## src/pkg/svd_defines.svh

```systemverilog
// register offsets, field positions and reset values of the supply level detector
// assumes inclusion by bare name from the rtl files; the package file does not include it
`ifndef SVD_DEFINES_SVH
`define SVD_DEFINES_SVH
`define VDC_BASE_OFF 16'h2310
`define VDC_CLR_OFF 16'h2314
`define VDC_SET_OFF 16'h2318
`define VDC_INV_OFF 16'h231C
`define IRQ_STAT_OFF 16'h2320
`define IRQ_MASK_OFF 16'h2324
`define VDC_RESET 32'h0000_0000
`define VDC_WR_MASK 32'h0000_A80F
`define BIT_ENABLE 15
`define BIT_HALT_IDLE 13
`define BIT_DIR 11
`define BIT_BG_STABLE 10
`define BIT_REF_STABLE 9
`define BIT_EVT_STATUS 8
`define LIMIT_MSB 3
`define LIMIT_EXTERNAL 4'hF
`define LIMIT_LOWEST_OK 4'h5
`define IRQ_BITS 2
`endif

```

## src/pkg/svd_pkg.sv

```systemverilog
// types shared by the supply level detector files
// assumes the defines header is on the include path
package svd_pkg;
    typedef enum logic [1:0] {
        SRC_SUPPLY,
        SRC_EXTERNAL,
        SRC_RESERVED
    } sense_source_t;
endpackage

```

## src/rtl/supply_level_detector.sv

```systemverilog
// supply level detector control: wishbone registers, comparator sync, event and irq
// assumes analog comparator, band gap and idle indication are asynchronous levels
//
// The Wishbone interface to the registers is this design's own decision.
`include "svd_defines.svh"
module supply_level_detector
    import svd_pkg::*;
(
    input wire logic core_clk_i,
    input wire logic resetn_i,
    input wire logic wb_cyc_i,
    input wire logic wb_stb_i,
    input wire logic wb_we_i,
    input wire logic [15:0] wb_adr_i,
    input wire logic [3:0] wb_sel_i,
    input wire logic [31:0] wb_dat_i,
    output logic [31:0] wb_dat_o,
    output logic wb_ack_o,
    input wire logic cmp_above_i,
    input wire logic bandgap_stable_i,
    input wire logic ref_stable_i,
    input wire logic device_idle_i,
    output logic detector_power_o,
    output logic [`LIMIT_MSB:0] trip_limit_select_o,
    output logic external_sense_select_o,
    output logic event_pulse_o,
    output logic irq_o
);

    // ------------------------------------------------------------
    // input synchronisers
    // ------------------------------------------------------------
    logic cmp_s;
    logic bg_s;
    logic ref_s;
    logic idle_s;

    sync3 u_sync_cmp (
        .core_clk_i(core_clk_i),
        .resetn_i(resetn_i),
        .async_i(cmp_above_i),
        .sync_o(cmp_s)
    );
    sync3 u_sync_bg (
        .core_clk_i(core_clk_i),
        .resetn_i(resetn_i),
        .async_i(bandgap_stable_i),
        .sync_o(bg_s)
    );
    sync3 u_sync_ref (
        .core_clk_i(core_clk_i),
        .resetn_i(resetn_i),
        .async_i(ref_stable_i),
        .sync_o(ref_s)
    );
    sync3 u_sync_idle (
        .core_clk_i(core_clk_i),
        .resetn_i(resetn_i),
        .async_i(device_idle_i),
        .sync_o(idle_s)
    );

    // ------------------------------------------------------------
    // control register and bus
    // ------------------------------------------------------------
    logic [31:0] ctrl_reg;
    logic [31:0] ctrl_next;
    logic [`IRQ_BITS-1:0] stat_reg;
    logic [`IRQ_BITS-1:0] stat_next;
    logic [`IRQ_BITS-1:0] mask_reg;
    logic [`IRQ_BITS-1:0] mask_next;
    logic ack_reg;
    logic ack_next;
    logic [31:0] rdat_reg;
    logic [31:0] rdat_next;
    logic evt_reg;
    logic evt_next;
    logic pulse_reg;
    logic pulse_next;
    logic irq_reg;
    logic irq_next;
    logic pwr_reg;
    logic pwr_next;
    logic [`LIMIT_MSB:0] lim_reg;
    logic [`LIMIT_MSB:0] lim_next;
    logic ext_reg;
    logic ext_next;
    sense_source_t source;

    logic [31:0] wmask;
    logic [31:0] wdata;
    logic req;
    logic wr;
    logic [31:0] status_view;
    logic active;
    logic cond;
    logic evt_rise;
    logic evt_fall;

    function automatic logic [31:0] lane_mask(input logic [3:0] sel);
        lane_mask = {{8{sel[3]}}, {8{sel[2]}}, {8{sel[1]}}, {8{sel[0]}}};
    endfunction

    limit_decode u_decode (
        .code_i(ctrl_reg[`LIMIT_MSB:0]),
        .source_o(source)
    );

    always_comb begin
        req = wb_cyc_i && wb_stb_i && !ack_reg;
        wr = req && wb_we_i;
        // only implemented bits ever change
        wmask = lane_mask(wb_sel_i) & `VDC_WR_MASK;
        wdata = wb_dat_i;
        // hardware owned status bits are merged in on read
        status_view = ctrl_reg & `VDC_WR_MASK;
        status_view[`BIT_BG_STABLE] = bg_s;
        status_view[`BIT_REF_STABLE] = ref_s;
        status_view[`BIT_EVT_STATUS] = evt_reg;
    end

    // ------------------------------------------------------------
    // detection
    // ------------------------------------------------------------
    always_comb begin
        active = ctrl_reg[`BIT_ENABLE] && !(ctrl_reg[`BIT_HALT_IDLE] && idle_s);
        // reserved codes detect nothing, so a mistaken setting stays harmless
        active = active && (source != SRC_RESERVED);
        // comparator high means sense at or above trip point
        cond = ctrl_reg[`BIT_DIR] ? cmp_s : !cmp_s;
        evt_next = active && ref_s && cond;
        evt_rise = evt_next && !evt_reg;
        evt_fall = !evt_next && evt_reg;
        pulse_next = evt_rise;
    end

    // ------------------------------------------------------------
    // address decode helpers
    // ------------------------------------------------------------
    // the base register and its three aliases share one read view
    function automatic logic is_ctrl_adr(input logic [15:0] adr);
        is_ctrl_adr = (adr == `VDC_BASE_OFF) || (adr == `VDC_CLR_OFF) ||
            (adr == `VDC_SET_OFF) || (adr == `VDC_INV_OFF);
    endfunction

    // one place for the alias arithmetic keeps the four write flavours alike
    function automatic logic [31:0] ctrl_write(
        input logic [15:0] adr,
        input logic [31:0] cur,
        input logic [31:0] val,
        input logic [31:0] msk
    );
        ctrl_write = cur;
        case (adr)
            `VDC_BASE_OFF: begin
                ctrl_write = (cur & ~msk) | (val & msk);
            end
            `VDC_CLR_OFF: begin
                ctrl_write = cur & ~(val & msk);
            end
            `VDC_SET_OFF: begin
                ctrl_write = cur | (val & msk);
            end
            `VDC_INV_OFF: begin
                ctrl_write = cur ^ (val & msk);
            end
            default: begin
                ctrl_write = cur;
            end
        endcase
    endfunction

    // widens a status or mask word to the bus, upper bits read zero
    function automatic logic [31:0] pad_irq(input logic [`IRQ_BITS-1:0] val);
        pad_irq = 32'h0000_0000;
        pad_irq[`IRQ_BITS-1:0] = val;
    endfunction

    // ------------------------------------------------------------
    // control and mask registers
    // ------------------------------------------------------------
    always_comb begin
        ctrl_next = ctrl_reg;
        mask_next = mask_reg;
        if (wr && is_ctrl_adr(wb_adr_i)) begin
            ctrl_next = ctrl_write(wb_adr_i, ctrl_reg, wdata, wmask);
        end
        // the mask lives in the low byte lane only
        if (wr && (wb_adr_i == `IRQ_MASK_OFF) && wb_sel_i[0]) begin
            mask_next = wdata[`IRQ_BITS-1:0];
        end
    end

    always_ff @(posedge core_clk_i or negedge resetn_i) begin
        if (!resetn_i) begin
            ctrl_reg <= `VDC_RESET;
            mask_reg <= '0;
        end else begin
            ctrl_reg <= ctrl_next;
            mask_reg <= mask_next;
        end
    end

    // ------------------------------------------------------------
    // interrupt status and request
    // ------------------------------------------------------------
    always_comb begin
        stat_next = stat_reg;
        // write one to clear, low byte lane only
        if (wr && (wb_adr_i == `IRQ_STAT_OFF) && wb_sel_i[0]) begin
            stat_next = stat_reg & ~wdata[`IRQ_BITS-1:0];
        end
        // hardware set wins over a same-cycle software clear
        stat_next[0] = stat_next[0] | evt_rise;
        stat_next[1] = stat_next[1] | evt_fall;
        // built from next values so the request rises with its status bit
        irq_next = |(stat_next & mask_next);
    end

    always_ff @(posedge core_clk_i or negedge resetn_i) begin
        if (!resetn_i) begin
            stat_reg <= '0;
            irq_reg <= 1'b0;
        end else begin
            stat_reg <= stat_next;
            irq_reg <= irq_next;
        end
    end

    // ------------------------------------------------------------
    // bus answer
    // ------------------------------------------------------------
    always_comb begin
        // every address answers, so a stray access cannot stall the bus
        ack_next = req;
        rdat_next = 32'h0000_0000;
        if (req && !wb_we_i) begin
            if (is_ctrl_adr(wb_adr_i)) begin
                rdat_next = status_view;
            end else if (wb_adr_i == `IRQ_STAT_OFF) begin
                rdat_next = pad_irq(stat_reg);
            end else if (wb_adr_i == `IRQ_MASK_OFF) begin
                rdat_next = pad_irq(mask_reg);
            end
        end
    end

    always_ff @(posedge core_clk_i or negedge resetn_i) begin
        if (!resetn_i) begin
            ack_reg <= 1'b0;
            rdat_reg <= 32'h0000_0000;
        end else begin
            ack_reg <= ack_next;
            rdat_reg <= rdat_next;
        end
    end

    // ------------------------------------------------------------
    // event registers
    // ------------------------------------------------------------
    always_ff @(posedge core_clk_i or negedge resetn_i) begin
        if (!resetn_i) begin
            evt_reg <= 1'b0;
            pulse_reg <= 1'b0;
        end else begin
            evt_reg <= evt_next;
            pulse_reg <= pulse_next;
        end
    end

    // ------------------------------------------------------------
    // analog drive
    // ------------------------------------------------------------
    // the analog side follows the register one cycle late, a small cost for clean outputs
    always_comb begin
        pwr_next = ctrl_reg[`BIT_ENABLE];
        lim_next = ctrl_reg[`LIMIT_MSB:0];
        ext_next = (source == SRC_EXTERNAL);
    end

    always_ff @(posedge core_clk_i or negedge resetn_i) begin
        if (!resetn_i) begin
            pwr_reg <= 1'b0;
            lim_reg <= '0;
            ext_reg <= 1'b0;
        end else begin
            pwr_reg <= pwr_next;
            lim_reg <= lim_next;
            ext_reg <= ext_next;
        end
    end

    // ------------------------------------------------------------
    // outputs
    // ------------------------------------------------------------
    assign wb_dat_o = rdat_reg;
    assign wb_ack_o = ack_reg;
    assign detector_power_o = pwr_reg;
    assign trip_limit_select_o = lim_reg;
    assign external_sense_select_o = ext_reg;
    assign event_pulse_o = pulse_reg;
    assign irq_o = irq_reg;
endmodule

```

## src/rtl/sync3.sv

```systemverilog
// three-stage synchroniser for a level from outside the clock domain
// assumes an asynchronous active-low reset; output changes once stages two and three agree
module sync3 (
    input wire logic core_clk_i,
    input wire logic resetn_i,
    input wire logic async_i,
    output logic sync_o
);
    logic [2:0] stage_reg;
    logic [2:0] stage_next;
    logic out_reg;
    logic out_next;

    always_comb begin
        stage_next = {stage_reg[1:0], async_i};
        out_next = out_reg;
        if (stage_reg[1] == stage_reg[2]) begin
            out_next = stage_reg[2];
        end
    end

    always_ff @(posedge core_clk_i or negedge resetn_i) begin
        if (!resetn_i) begin
            stage_reg <= 3'h0;
            out_reg <= 1'b0;
        end else begin
            stage_reg <= stage_next;
            out_reg <= out_next;
        end
    end

    assign sync_o = out_reg;
endmodule

```

## src/rtl/limit_decode.sv

```systemverilog
// decodes the trip limit code into a sense source selection
// purely combinational, no state
`include "svd_defines.svh"
module limit_decode
    import svd_pkg::*;
(
    input wire logic [`LIMIT_MSB:0] code_i,
    output svd_pkg::sense_source_t source_o
);
    always_comb begin
        if (code_i == `LIMIT_EXTERNAL) begin
            source_o = SRC_EXTERNAL;
        end else if (code_i >= `LIMIT_LOWEST_OK) begin
            source_o = SRC_SUPPLY;
        end else begin
            source_o = SRC_RESERVED;
        end
    end
endmodule

```

## config.mk

```make
export PLATFORM = sky130hd
export DESIGN_NAME = supply_level_detector
export DESIGN_NICKNAME = d
export VERILOG_FILES = /design/src/pkg/svd_pkg.sv /design/src/rtl/supply_level_detector.sv /design/src/rtl/sync3.sv /design/src/rtl/limit_decode.sv
export VERILOG_INCLUDE_DIRS = /design/src /design/src/pkg
export SDC_FILE = /design/constraint.sdc
export NUM_CORES = 1
export LEC_CHECK = 0
export ABC_AREA = 1
export BUFFER_PORTS_ARGS = -buffer_cell sky130_fd_sc_hd__buf_2
export CORE_ASPECT_RATIO = 1.1
export CORE_UTILIZATION = 31
export DETAILED_ROUTE_END_ITERATION = 12
export PLACE_DENSITY = 0.61
export SYNTH_ARGS = -nofsm -noshare
export SYNTH_HDL_FRONTEND = slang
export SYNTH_HIERARCHICAL = 1
export SYNTH_SLANG_ARGS = --single-unit
```

## constraint.sdc

```tcl
create_clock -name core_clk_i -period 1.7 [get_ports core_clk_i]
set_input_delay 0.255 -clock core_clk_i [delete_from_list [all_inputs] [get_ports core_clk_i]]
set_output_delay 0.255 -clock core_clk_i [all_outputs]
set_load 0.05 [all_outputs]
```

-- Word level (Yosys, flattened, before mapping)
Cells that the tools add are included.
- logic and storage cells: 84
- output and inout bits: 41
- input bits: 61
- bits in registers: 94
- bitwise gates (word level): 13
- order comparisons: 1
- equality and inequality tests: 13
- reduce and logical (&&, ||, !) cells: 28
- mux-type cells: 10
- operator list (kind ; number):
    $pmux 32 s4 ; 1
    $eq 16x14->1 const B ; 6
    $mux 32 ; 3
    $and 32x32->32 ; 2
    $or 32x32->32 ; 2
    $and 32x16->32 ; 1
    $not 16->32 ; 1
    $not 32->32 ; 1
    $xor 32x32->32 ; 1
    $logic_and 1x1->1 ; 16
    $mux 2 ; 5
    $logic_not 1->1 ; 6
    $and 2x2->2 ; 2
    $eq 1x1->1 ; 4
    $eq 4x4->1 const B ; 1
    $ge 4x3->1 const B ; 1
    $reduce_bool 4->1 ; 1
    $logic_or 1x1->1 ; 3
    $eq 2x1->1 const B ; 1
    $ne 2x2->1 const B ; 1
    $not 2->2 ; 1
    $or 1x1->1 ; 2
    $reduce_and 2->1 ; 1
    $reduce_or 2->1 ; 1
    $mux 1 ; 1

-- Longest topological paths before layout
Gate-level depths: netlist (run 1).
- depth in word-level cells: 12
- gate-level depth with buffers: 11

-- Cells and area by module
The synthesis (run 1) kept the hierarchy.
- modules (own cells, without submodules) (module ; instances ; seq. area each (µm²) ; cells each ; area each (µm²)):
    supply_level_detector ; 1 ; 775.7 ; 294 ; 2119.5
    sync3 ; 4 ; 100.1 ; 8 ; 116.4
    limit_decode ; 1 ; 0.0 ; 8 ; 32.5

-- Least setup slack after synthesis (run 1)
OpenSTA, ideal clock, no wires.
- path type: register to register
- start point: reg ack_reg (netlist: wb_ack_o)
- end point: reg irq_reg (netlist: irq_o)
- arrival time: 1.384 ns
- slack: 0.199 ns
- cell stages (with the launch flop): 11
- data required time: 1.584 ns
- clock period less this slack: 1.501 ns
- path through: dfrtp_1 -> inv_1 -> nand3_1 -> inv_1 -> nand2_1 -> nor2_1 -> nand2_1 -> nand2_1 -> nand2_1 -> nand2_1 -> nand2_1
- RTL lines (what ; RTL line ; text):
    start: declaration ; supply_level_detector.sv:72 ; logic ack_reg;
    start signal: assignment ; supply_level_detector.sv:253 ; ack_reg <= ack_next;
    $logic_not 1->1 ; supply_level_detector.sv:110 ; req = wb_cyc_i && wb_stb_i && !ack_reg;
    $logic_and 1x1->1 ; supply_level_detector.sv:110 ;
    net ack_next ; supply_level_detector.sv:73 ; logic ack_next;
    $logic_and 1x1->1 ; supply_level_detector.sv:111 ; wr = req && wb_we_i;
    $logic_and 1x1->1 (2 in series) ; supply_level_detector.sv:189 ; if (wr && (wb_adr_i == `IRQ_MASK_OFF) && wb_sel_i[0]) begin
    $mux 2 ; supply_level_detector.sv:189 ;
    net mask_next[0] ; supply_level_detector.sv:71 ; logic [`IRQ_BITS-1:0] mask_next;
    $and 2x2->2 ; supply_level_detector.sv:217 ; irq_next = |(stat_next & mask_next);
    $reduce_or 2->1 ; supply_level_detector.sv:217 ;
    net irq_next ; supply_level_detector.sv:81 ; logic irq_next;
    end signal: assignment ; supply_level_detector.sv:226 ; irq_reg <= irq_next;
    end: declaration ; supply_level_detector.sv:80 ; logic irq_reg;
The timed path passes the listed nets, and every way through them passes these cells.
A chain may end at the register's enable or synchronous reset.

-- Worst setup path after layout (run 1)
- start point: reg ctrl_reg[3]
- end point: reg irq_reg (netlist: irq_o)
- RTL lines (what ; RTL line ; text):
    start: declaration ; supply_level_detector.sv:66 ; logic [31:0] ctrl_reg;
    start signal: assignment ; supply_level_detector.sv:196 ; ctrl_reg <= `VDC_RESET;
    start signal: assignment ; supply_level_detector.sv:199 ; ctrl_reg <= ctrl_next;
    $eq 4x4->1 (no line) ; -- ;
    $mux 2 ; limit_decode.sv:11 ; if (code_i == `LIMIT_EXTERNAL) begin
    net source[0] ; supply_level_detector.sv:88 ; sense_source_t source;
    $ne 2x2->1 ; supply_level_detector.sv:128 ; active = active && (source != SRC_RESERVED);
    $logic_and 1x1->1 ; supply_level_detector.sv:128 ;
    $logic_and 1x1->1 (2 in series) ; supply_level_detector.sv:131 ; evt_next = active && ref_s && cond;
    net evt_next ; supply_level_detector.sv:77 ; logic evt_next;
    $logic_not 1->1 ; supply_level_detector.sv:133 ; evt_fall = !evt_next && evt_reg;
    $logic_and 1x1->1 ; supply_level_detector.sv:133 ;
    $or 1x1->1 ; supply_level_detector.sv:215 ; stat_next[1] = stat_next[1] | evt_fall;
    net stat_next[1] ; supply_level_detector.sv:69 ; logic [`IRQ_BITS-1:0] stat_next;
    $and 2x2->2 ; supply_level_detector.sv:217 ;
    $reduce_or 2->1 ; supply_level_detector.sv:217 ;
    net irq_next ; supply_level_detector.sv:81 ;
The timed path passes the listed nets, and every way through them passes these cells.

==> run summary, run 1 <==
The highest clock rate is 674 MHz. The cell depth of the worst flop-to-flop path is 8. The total routing resource utilization after global routing came out at 12.8%. For this run, design rule violations remaining after detail routing come to 0. CTS saw 47 sinks. The minimum setup slack in the final design is 0.217 ns. The worst setup path is captured at a register. The portion of synthesized area spent on multiplexers is 0%. The worst setup slack before clock tree synthesis came out at 0.191 ns. The signal on the critical path passes through nand2_1 -> nor2_1 -> nor2_1 -> nor3_1 -> or2_2 -> nand2_1 -> nand2_1 -> nand2_1. The critical register-to-register path startpoint is ctrl_reg[3]$_DFFE_PN0P_. Data arrives at the worst endpoint at 1.68 ns. The worst register-to-register path ends at irq_o$_DFF_PN0_. The summed instance area of the synthesized netlist is 2620 um^2. In the synthesized netlist, the number of instances is 334. After synthesis, the largest family of logic cells by area is simple AND/OR/NAND/NOR gates. The synthesis warning total came out at 6. The CTS H-tree depth came out at 2. Setup total negative slack on the finished layout was measured at 0 ns.

In this run the count of I/O pins placed on the die edge is 102. The gate family responsible for the most delay along the worst path is simple AND/OR/NAND/NOR gates. The aggregate global routing overflow is 0. The wire length of the first global-routing pass is 8710 um. The instance area at placement came out at 3010 um^2. The minimum clock period after layout is 1.48 ns.

The number of slew-limit violations in the final report was 0. The maximum clock skew at final layout is 0.00795 ns. The number of standard-cell rows in the floorplan came out at 34. The average cell area after synthesis is 7.84 um^2. The analysis attributes to net switching a power of 0.626 mW. The detail-routed via count per cell came out at 4.16.

The pin count of the biggest net entering global routing came out at 48. By startpoint and endpoint, the worst setup path is classified as reg2reg. TritonCTS built the clock tree. The number of stages on the worst hold path came out at 1. The share of synthesized area occupied by flip-flops and latches is 44.9%.

Setup repair after global routing left no endpoint under its margin. In this run, the combinational gates consume 13.8% of the power. The prevailing post-synth register cell is sky130_fd_sc_hd__dfrtp_1. The internal portion of the total power is 1.67 mW. The fill cell instance count of the final layout came out at 816. The number of enable-type register cells in the synthesized netlist is 0. The part of the power in the clock network came out at 35.5%. The root buffer cell chosen for the clock tree is sky130_fd_sc_hd__clkbuf_8. The fraction of layout instances using a drive strength above 1 is 23.8%.

The overall die area is 8820 um^2. The worst hold-check path type is in2reg. The pre-antenna-repair detailed-routing pass consisted of 4 iterations. Input and output buffers added on the ports amount to 52. The leakage power total is 1.82 nW.

The total buffers and inverters traversed by the critical path is 0. The simple-gate share of the synthesized area came out at 32.2%. The fraction of power spent switching nets is 27.3%. The number of endpoints with negative hold slack in the final report is 0. The finished cells cover 3130 um^2. Of all nets on the critical path, the largest fanout is 6. The number of max-capacitance violations reported is 0. The total placed cells including tap cells is 502. The routability congestion estimate came out at 0.816. The share of synthesized cell area in full adder, half adder and majority cells came out at 3.35%. The register with the most flip-flops in the layout has 10 of them.

The number of global-route vias before repair came out at 1,978. The estimated wirelength of the detail-placed design came out at 4210 um. Counting along the longest clock path gives a buffer depth of 2.

In this run the power density over the cells is 732 nW/um^2. The flow ran to the end, and the final reports show no timing, DRC or antenna violations. The number of antenna violations at the first check in global routing came out at 0. Sequential cells account for 50.7% of the total power. The overall routed net length came out at 5260 um. The highest ir drop seen on vdd came out at 0.000349 V. The worst-case hold slack came out at 0.0572 ns. The share of flip-flops with an asynchronous set or reset came out at 100%. The die is 89.6 um wide. Once the floorplan was initialized, standard cells occupied 32.6% of the core.

The average wire per standard cell is 10.3 um. The dominant cell type by count on the critical path is sky130_fd_sc_hd__nand2_1. The number of CTS-inserted buffers is 5. The number of antenna cells inserted is 0. The flip-flop and latch count after synthesis is 47.

The number of nets at the end of the flow is 470. The insertion delay of the later-clocked pin in the worst-skew pair came out at 0.30 ns. The slowest stage of the critical path belongs to the cell sky130_fd_sc_hd__dfrtp_1. The worst hold path terminates at u_sync_cmp/stage_reg[0]$_DFF_PN0_. The clock slew at the register clock pins of the worst setup and hold paths is 0.09 ns. The total via count after detailed routing came out at 2,125. The startpoint identified for the worst hold timing path is cmp_above_i. The count of antenna-violating nets left after detailed routing is 0. The die extent in y is 98.4 um. The count of cells in the finished layout, fillers not included, comes to 511. The setup slack of the most critical reg-to-reg path is 0.22 ns. The growth of design area from synthesis to finish is 19.7%.

The worst endpoint required time is 1.90 ns. Synthesis instantiated 24 different standard cells from the library. Setup violations remaining at the end of the flow were counted as 0. The xor and xnor fraction of the mapped netlist area came out at 0%. On the worst path, the slowest cell contributes a delay of 0.46 ns. The final cycle utilization of the critical path came out at 87.2%. The worst setup path is launched from a register. After clock tree synthesis, the setup repair step added 0 buffers. The placeable core region came out at 8040 um^2.

Summing the areas of all compound-gate instances in the mapped netlist gives 3.44% of the synthesized area. The starting DRC count in detailed routing came out at 62.
-- repair_timing --
action / in CTS / in global routing
hold buffers: 1 / 0
endpoints found under the hold margin: 47 / 0
resized for setup: 0 / 0
-- kinds of logic (layout without fill, tap and decap cells) --
group / Yosys count / after routing
simple gates: 179 / 179
fa+ha+maj: 7 / 7
compound gates: 13 / 13
other cells: 1 / 22
buf+inv: 87 / 135
flops: 47 / 47
-- worst max-delay path by stage --
stage	start	end	depth (start not counted)
finish	ctrl_reg[3]$_DFFE_PN0P_	irq_o$_DFF_PN0_	8
global route	ctrl_reg[3]$_DFFE_PN0P_	irq_o$_DFF_PN0_	8
CTS	ctrl_reg[3]$_DFFE_PN0P_	irq_o$_DFF_PN0_	10
detailed placement	wb_adr_i[12]	irq_o$_DFF_PN0_	11
global placement	ctrl_reg[3]$_DFFE_PN0P_	irq_o$_DFF_PN0_	10
floorplan	wb_ack_o$_DFF_PN0_	irq_o$_DFF_PN0_	10
-- placed cells by master, fill, tap and decap left out, types with 2 or more instances in the layout --
cell type	instances
sky130_fd_sc_hd__clkbuf_8	5
sky130_fd_sc_hd__a21oi_2	6
sky130_fd_sc_hd__buf_4	10
sky130_fd_sc_hd__a21oi_1	5
sky130_fd_sc_hd__nand3b_1	2
sky130_fd_sc_hd__nand4_1	2
sky130_fd_sc_hd__nor3_1	8
sky130_fd_sc_hd__nor2_1	41
sky130_fd_sc_hd__nor2_8	2
sky130_fd_sc_hd__dfrtp_1	47
sky130_fd_sc_hd__buf_2	52
sky130_fd_sc_hd__nor2_4	5
sky130_fd_sc_hd__nor2_2	3
sky130_fd_sc_hd__nand3_1	34
sky130_fd_sc_hd__nand2_2	5
sky130_fd_sc_hd__nand2_1	75
sky130_fd_sc_hd__conb_1	22
sky130_fd_sc_hd__ha_1	7
sky130_fd_sc_hd__inv_1	61
-- Yosys cell counts, types with 2 or more instances --
library cell | n | area share (%)
sky130_fd_sc_hd__a21oi_1 | 5 | 0.96
sky130_fd_sc_hd__a21oi_2 | 6 | 2.0
sky130_fd_sc_hd__buf_4 | 23 | 6.6
sky130_fd_sc_hd__dfrtp_1 | 47 | 45
sky130_fd_sc_hd__ha_1 | 7 | 3.3
sky130_fd_sc_hd__inv_1 | 61 | 8.7
sky130_fd_sc_hd__nand2_1 | 75 | 11
sky130_fd_sc_hd__nand2_2 | 5 | 1.2
sky130_fd_sc_hd__nand3_1 | 34 | 6.5
sky130_fd_sc_hd__nand3b_1 | 2 | 0.57
sky130_fd_sc_hd__nand4_1 | 2 | 0.48
sky130_fd_sc_hd__nor2_1 | 41 | 5.9
sky130_fd_sc_hd__nor2_2 | 3 | 0.72
sky130_fd_sc_hd__nor2_4 | 5 | 2.2
sky130_fd_sc_hd__nor2_8 | 2 | 1.5
sky130_fd_sc_hd__nor3_1 | 8 | 1.5
-- routing by layer --
metal	vias to the layer above	wire length (um)	GRT usage (%)
met3	5	295	2.45
met4	0	86	4.40
met2	61	2430	21.2
li1	1105	-	-
met5	-	0	0
met1	954	2440	16.3
-- stage by stage --
| stage | power (mW) | utilization [%] |
|---|---|---|
| global route | 2.39 | 39.0 |
| CTS | 2.33 | 39.0 |
| global placement | 1.50 | 37.4 |
| finish | 2.30 | 39.0 |
| detailed placement | 1.50 | 37.4 |
| floorplan | 1.44 | - |
-- power groups by stage --
stage	Combinational (mW)	Sequential, mW	Clock (mW)
finish	0.317	1.16	0.815
global route	0.351	1.17	0.874
CTS	0.321	1.16	0.844
detailed placement	0.318	1.19	0
global placement	0.313	1.19	0
floorplan	0.245	1.19	0
-- final cells by class --
| class | count | area [um^2] | area share (%) |
|---|---|---|---|
| well taps | 108 | 135 | 4.31 |
| clock buffers | 5 | 68.8 | 2.20 |
| flip-flops and latches | 47 | 1180 | 37.5 |
| multi-input cells | 221 | 1100 | 35.2 |
| clock inverters | 3 | 46.3 | 1.48 |
| repair buffers | 64 | 365 | 11.7 |
| inverters | 63 | 239 | 7.62 |
No activity file was read; power rests on OpenSTA's default activity.
==> inputs of run 2 (changes only) <==
--- a/config.mk
+++ b/config.mk
@@ -11,7 +11,6 @@
 export CORE_ASPECT_RATIO = 1.1
 export CORE_UTILIZATION = 31
 export DETAILED_ROUTE_END_ITERATION = 12
-export PLACE_DENSITY = 0.61
 export SYNTH_ARGS = -nofsm -noshare
 export SYNTH_HDL_FRONTEND = slang
 export SYNTH_HIERARCHICAL = 1
==> run summary, run 2 (synthesized netlist as in run 1, its figures left out) <==
Run status: complete, no violations (unchanged). The x dimension of the die is 89.6 um (unchanged). Commonest cells after routing, fill and taps aside: sky130_fd_sc_hd__nand2_1, sky130_fd_sc_hd__inv_1, sky130_fd_sc_hd__buf_2 (unchanged).

The DRC violation count after routing is 0 (unchanged). The routability congestion estimate came out at 0.783 (was 0.816). Setup repair after global routing missed its margin: no (unchanged). The number of slew-limit violations in the final report came out at 0 (unchanged). The total routing resource utilization after global routing was 12.8% (about the same). The estimated wirelength of the detail-placed design came out at 4110 um (was 4210 um). The pin count of the biggest net entering global routing came out at 48 (unchanged). The number of flip-flops under the largest register name was 10 (unchanged).

The number of sinks driven by the clock tree is 47 (unchanged). The number of global-route vias before repair came to 1,913 (was 1,978). The cell chosen for the clock root is sky130_fd_sc_hd__clkbuf_8 (unchanged).

The number of CTS-inserted buffers is 5 (unchanged). The instance area at placement is 2990 um^2 (was 3010 um^2). The placeable core region came out at 8040 um^2 (unchanged).

The total I/O pin count came out at 102 (unchanged). The setup slack of the most critical reg-to-reg path came out at 0.18 ns (was 0.22 ns). The average wire per standard cell was 10.3 um (about the same). The number of antenna violations at the first check in global routing came to 0 (unchanged). The overall routed net length is 5230 um (was 5260 um).

The worst flop-to-flop path endpoint is irq_o$_DFF_PN0_ (unchanged). The utilization after layout is 38.5% (was 39.0%). The insertion delay of the later-clocked pin in the worst-skew pair is 0.30 ns (about the same). The die extent in y came to 98.4 um (unchanged). The fraction of layout instances using a drive strength above 1 came out at 23.5% (was 23.8%). The element type at the critical path end is a register (unchanged). The detail-routed via count per cell is 4.18 (was 4.16). The final instance area is 3090 um^2 (was 3130 um^2). The aggregate global routing overflow came out at 0 (unchanged). The final cycle utilization of the critical path came out at 89.4% (was 87.2%). The maximum fanout along the worst path is 6 (unchanged).

The type of the worst setup path was reg2reg (unchanged). The most frequent standard cell in the layout excluding fill and tap cells is sky130_fd_sc_hd__nand2_1 (unchanged). The number of antenna cells inserted is 0 (unchanged). The worst endpoint required time came out at 1.94 ns (was 1.90 ns). The wire length of the first global-routing pass came out at 8580 um (was 8710 um). The starting DRC count in detailed routing came out at 79 (was 62). The number of endpoints with negative hold slack in the final report is 0 (unchanged). The worst-case hold slack is 0.0606 ns (was 0.0572 ns). The count of antenna-violating nets left after detailed routing is 0 (unchanged). The final-layout setup total negative slack was 0 ns (unchanged). The worst setup slack before clock tree synthesis is 0.169 ns (was 0.191 ns). The power density over the cells came to 683 nW/um^2 (was 732 nW/um^2). The cell depth of the worst flop-to-flop path is 10 (was 8). The critical register-to-register path startpoint is ctrl_reg[1]$_DFFE_PN0P_ (was ctrl_reg[3]$_DFFE_PN0P_).

The CTS H-tree depth is 2 (unchanged). The worst hold-check path type is in2reg (unchanged). The highest ir drop seen on vdd came out at 0.000271 V (was 0.000349 V). The number of endpoints failing setup at the final stage is 0 (unchanged). The highest clock rate came out at 658 MHz (was 674 MHz). The number of standard-cell rows in the floorplan was 34 (unchanged). The total iterations of the first detailed-routing run came to 4 (unchanged). The leakage power total came out at 1.80 nW (was 1.82 nW). The number of port buffers is 52 (unchanged). The overall die area came out at 8820 um^2 (unchanged).

The growth of design area from synthesis to finish came out at 18.1% (was 19.7%). The CTS tree is yes (unchanged). The total via count after detailed routing is 2,124 (was 2,125).

The clock tree buffer depth came out at 2 (unchanged). The minimum setup slack in the final design was 0.180 ns (was 0.217 ns). The critical path launch point is ctrl_reg[1]$_DFFE_PN0P_ (was ctrl_reg[3]$_DFFE_PN0P_). The critical path launch point type is a register (unchanged). The capture point of the critical path is irq_o$_DFF_PN0_ (unchanged). The effective utilization at floorplan came to 32.6% (unchanged). The clock slew at the register clock pins of the worst setup and hold paths is 0.08 ns (was 0.09 ns). The number of max-capacitance violations reported is 0 (unchanged). The worst path arrival time is 1.76 ns (was 1.68 ns). The number of nets at the end of the flow is 468 (was 470). The maximum clock skew at final layout came to 0.00801 ns (was 0.00795 ns). The minimum clock period after layout was 1.52 ns (was 1.48 ns).
==> run 2: changes by cell type in the layout (fill, tap and decap cells not counted), sizes merged <==
cell and delta:
buf -2, clkinv +2, bufinv -1, clkinvlp -1, inv -1
==> run 2: worst min-delay path by stage <==
| stage | to | slack [ns] | cells after the start | startpoint |
|---|---|---|---|---|
| finish | u_sync_cmp/stage_reg[0]$_DFF_PN0_ | 0.06 | 1 | cmp_above_i |
| global route | u_sync_ref/stage_reg[0]$_DFF_PN0_ | 0.04 | 1 | ref_stable_i |
| CTS | u_sync_cmp/stage_reg[0]$_DFF_PN0_ | 0.05 | 1 | cmp_above_i |
| detailed placement | trip_limit_select_o[0]$_DFF_PN0_ | 0.26 | 2 | resetn_i |
| global placement | trip_limit_select_o[3]$_DFF_PN0_ | 0.25 | 2 | resetn_i |
| floorplan | ctrl_reg[0]$_DFFE_PN0P_ | -0.04 | 0 | resetn_i |
==> run 2: stage by stage <==
stage               power [mW]  instances
finish                    2.11        508
global route              2.22        508
global placement          1.50        500
floorplan                 1.44        355
detailed placement        1.50        500
CTS                       2.15        508
==> run 2: metal layers <==
layer	up-vias	track usage (%)	part of all wire, %
met4	0	5.98	2.2
met5	-	0	0
met2	67	20.4	46
li1	1101	-	-
met3	8	3.38	7.4
met1	948	15.9	44
==> run 2: what timing repair did <==
action | 4_1_cts | 5_1_grt
hold endpoints to repair | 47 | 0
resized for setup | 0 | 1
hold buffers | 1 | 0
setup buffers | 0 | 0
endpoints found under the setup margin | 0 | 1
==> run 2: cell type report <==
| class | instances | area [um^2] |
|---|---|---|
| Clock inverter | 2 | 13.8 |
| Fill cell | 827 | 4950 |
| Timing Repair Buffer | 62 | 350 |
| Sequential cell | 47 | 1180 |
| Clock buffer | 5 | 68.8 |
| Inverter | 63 | 239 |
| Multi-Input combinational cell | 221 | 1110 |
| Tap cell | 108 | 135 |
==> run 2: critical path, stage by stage (launching register included) <==
cell	delay [ns]
sky130_fd_sc_hd__dfrtp_1	0.47
sky130_fd_sc_hd__nand2_1	0.09
sky130_fd_sc_hd__inv_1	0.04
sky130_fd_sc_hd__nor2_2	0.11
sky130_fd_sc_hd__inv_1	0.05
sky130_fd_sc_hd__nor2_1	0.14
sky130_fd_sc_hd__nor3_2	0.08
sky130_fd_sc_hd__or2_2	0.29
sky130_fd_sc_hd__nand2_1	0.09
sky130_fd_sc_hd__nand2_1	0.05
sky130_fd_sc_hd__nand2_1	0.06
==> run 2: power by group <==
group          total [mW]  internal, mW  switching (mW)
combinational       0.320        0.0805           0.239
clock               0.629         0.281           0.348
sequential           1.16          1.15          0.0167
total                2.11          1.51           0.604
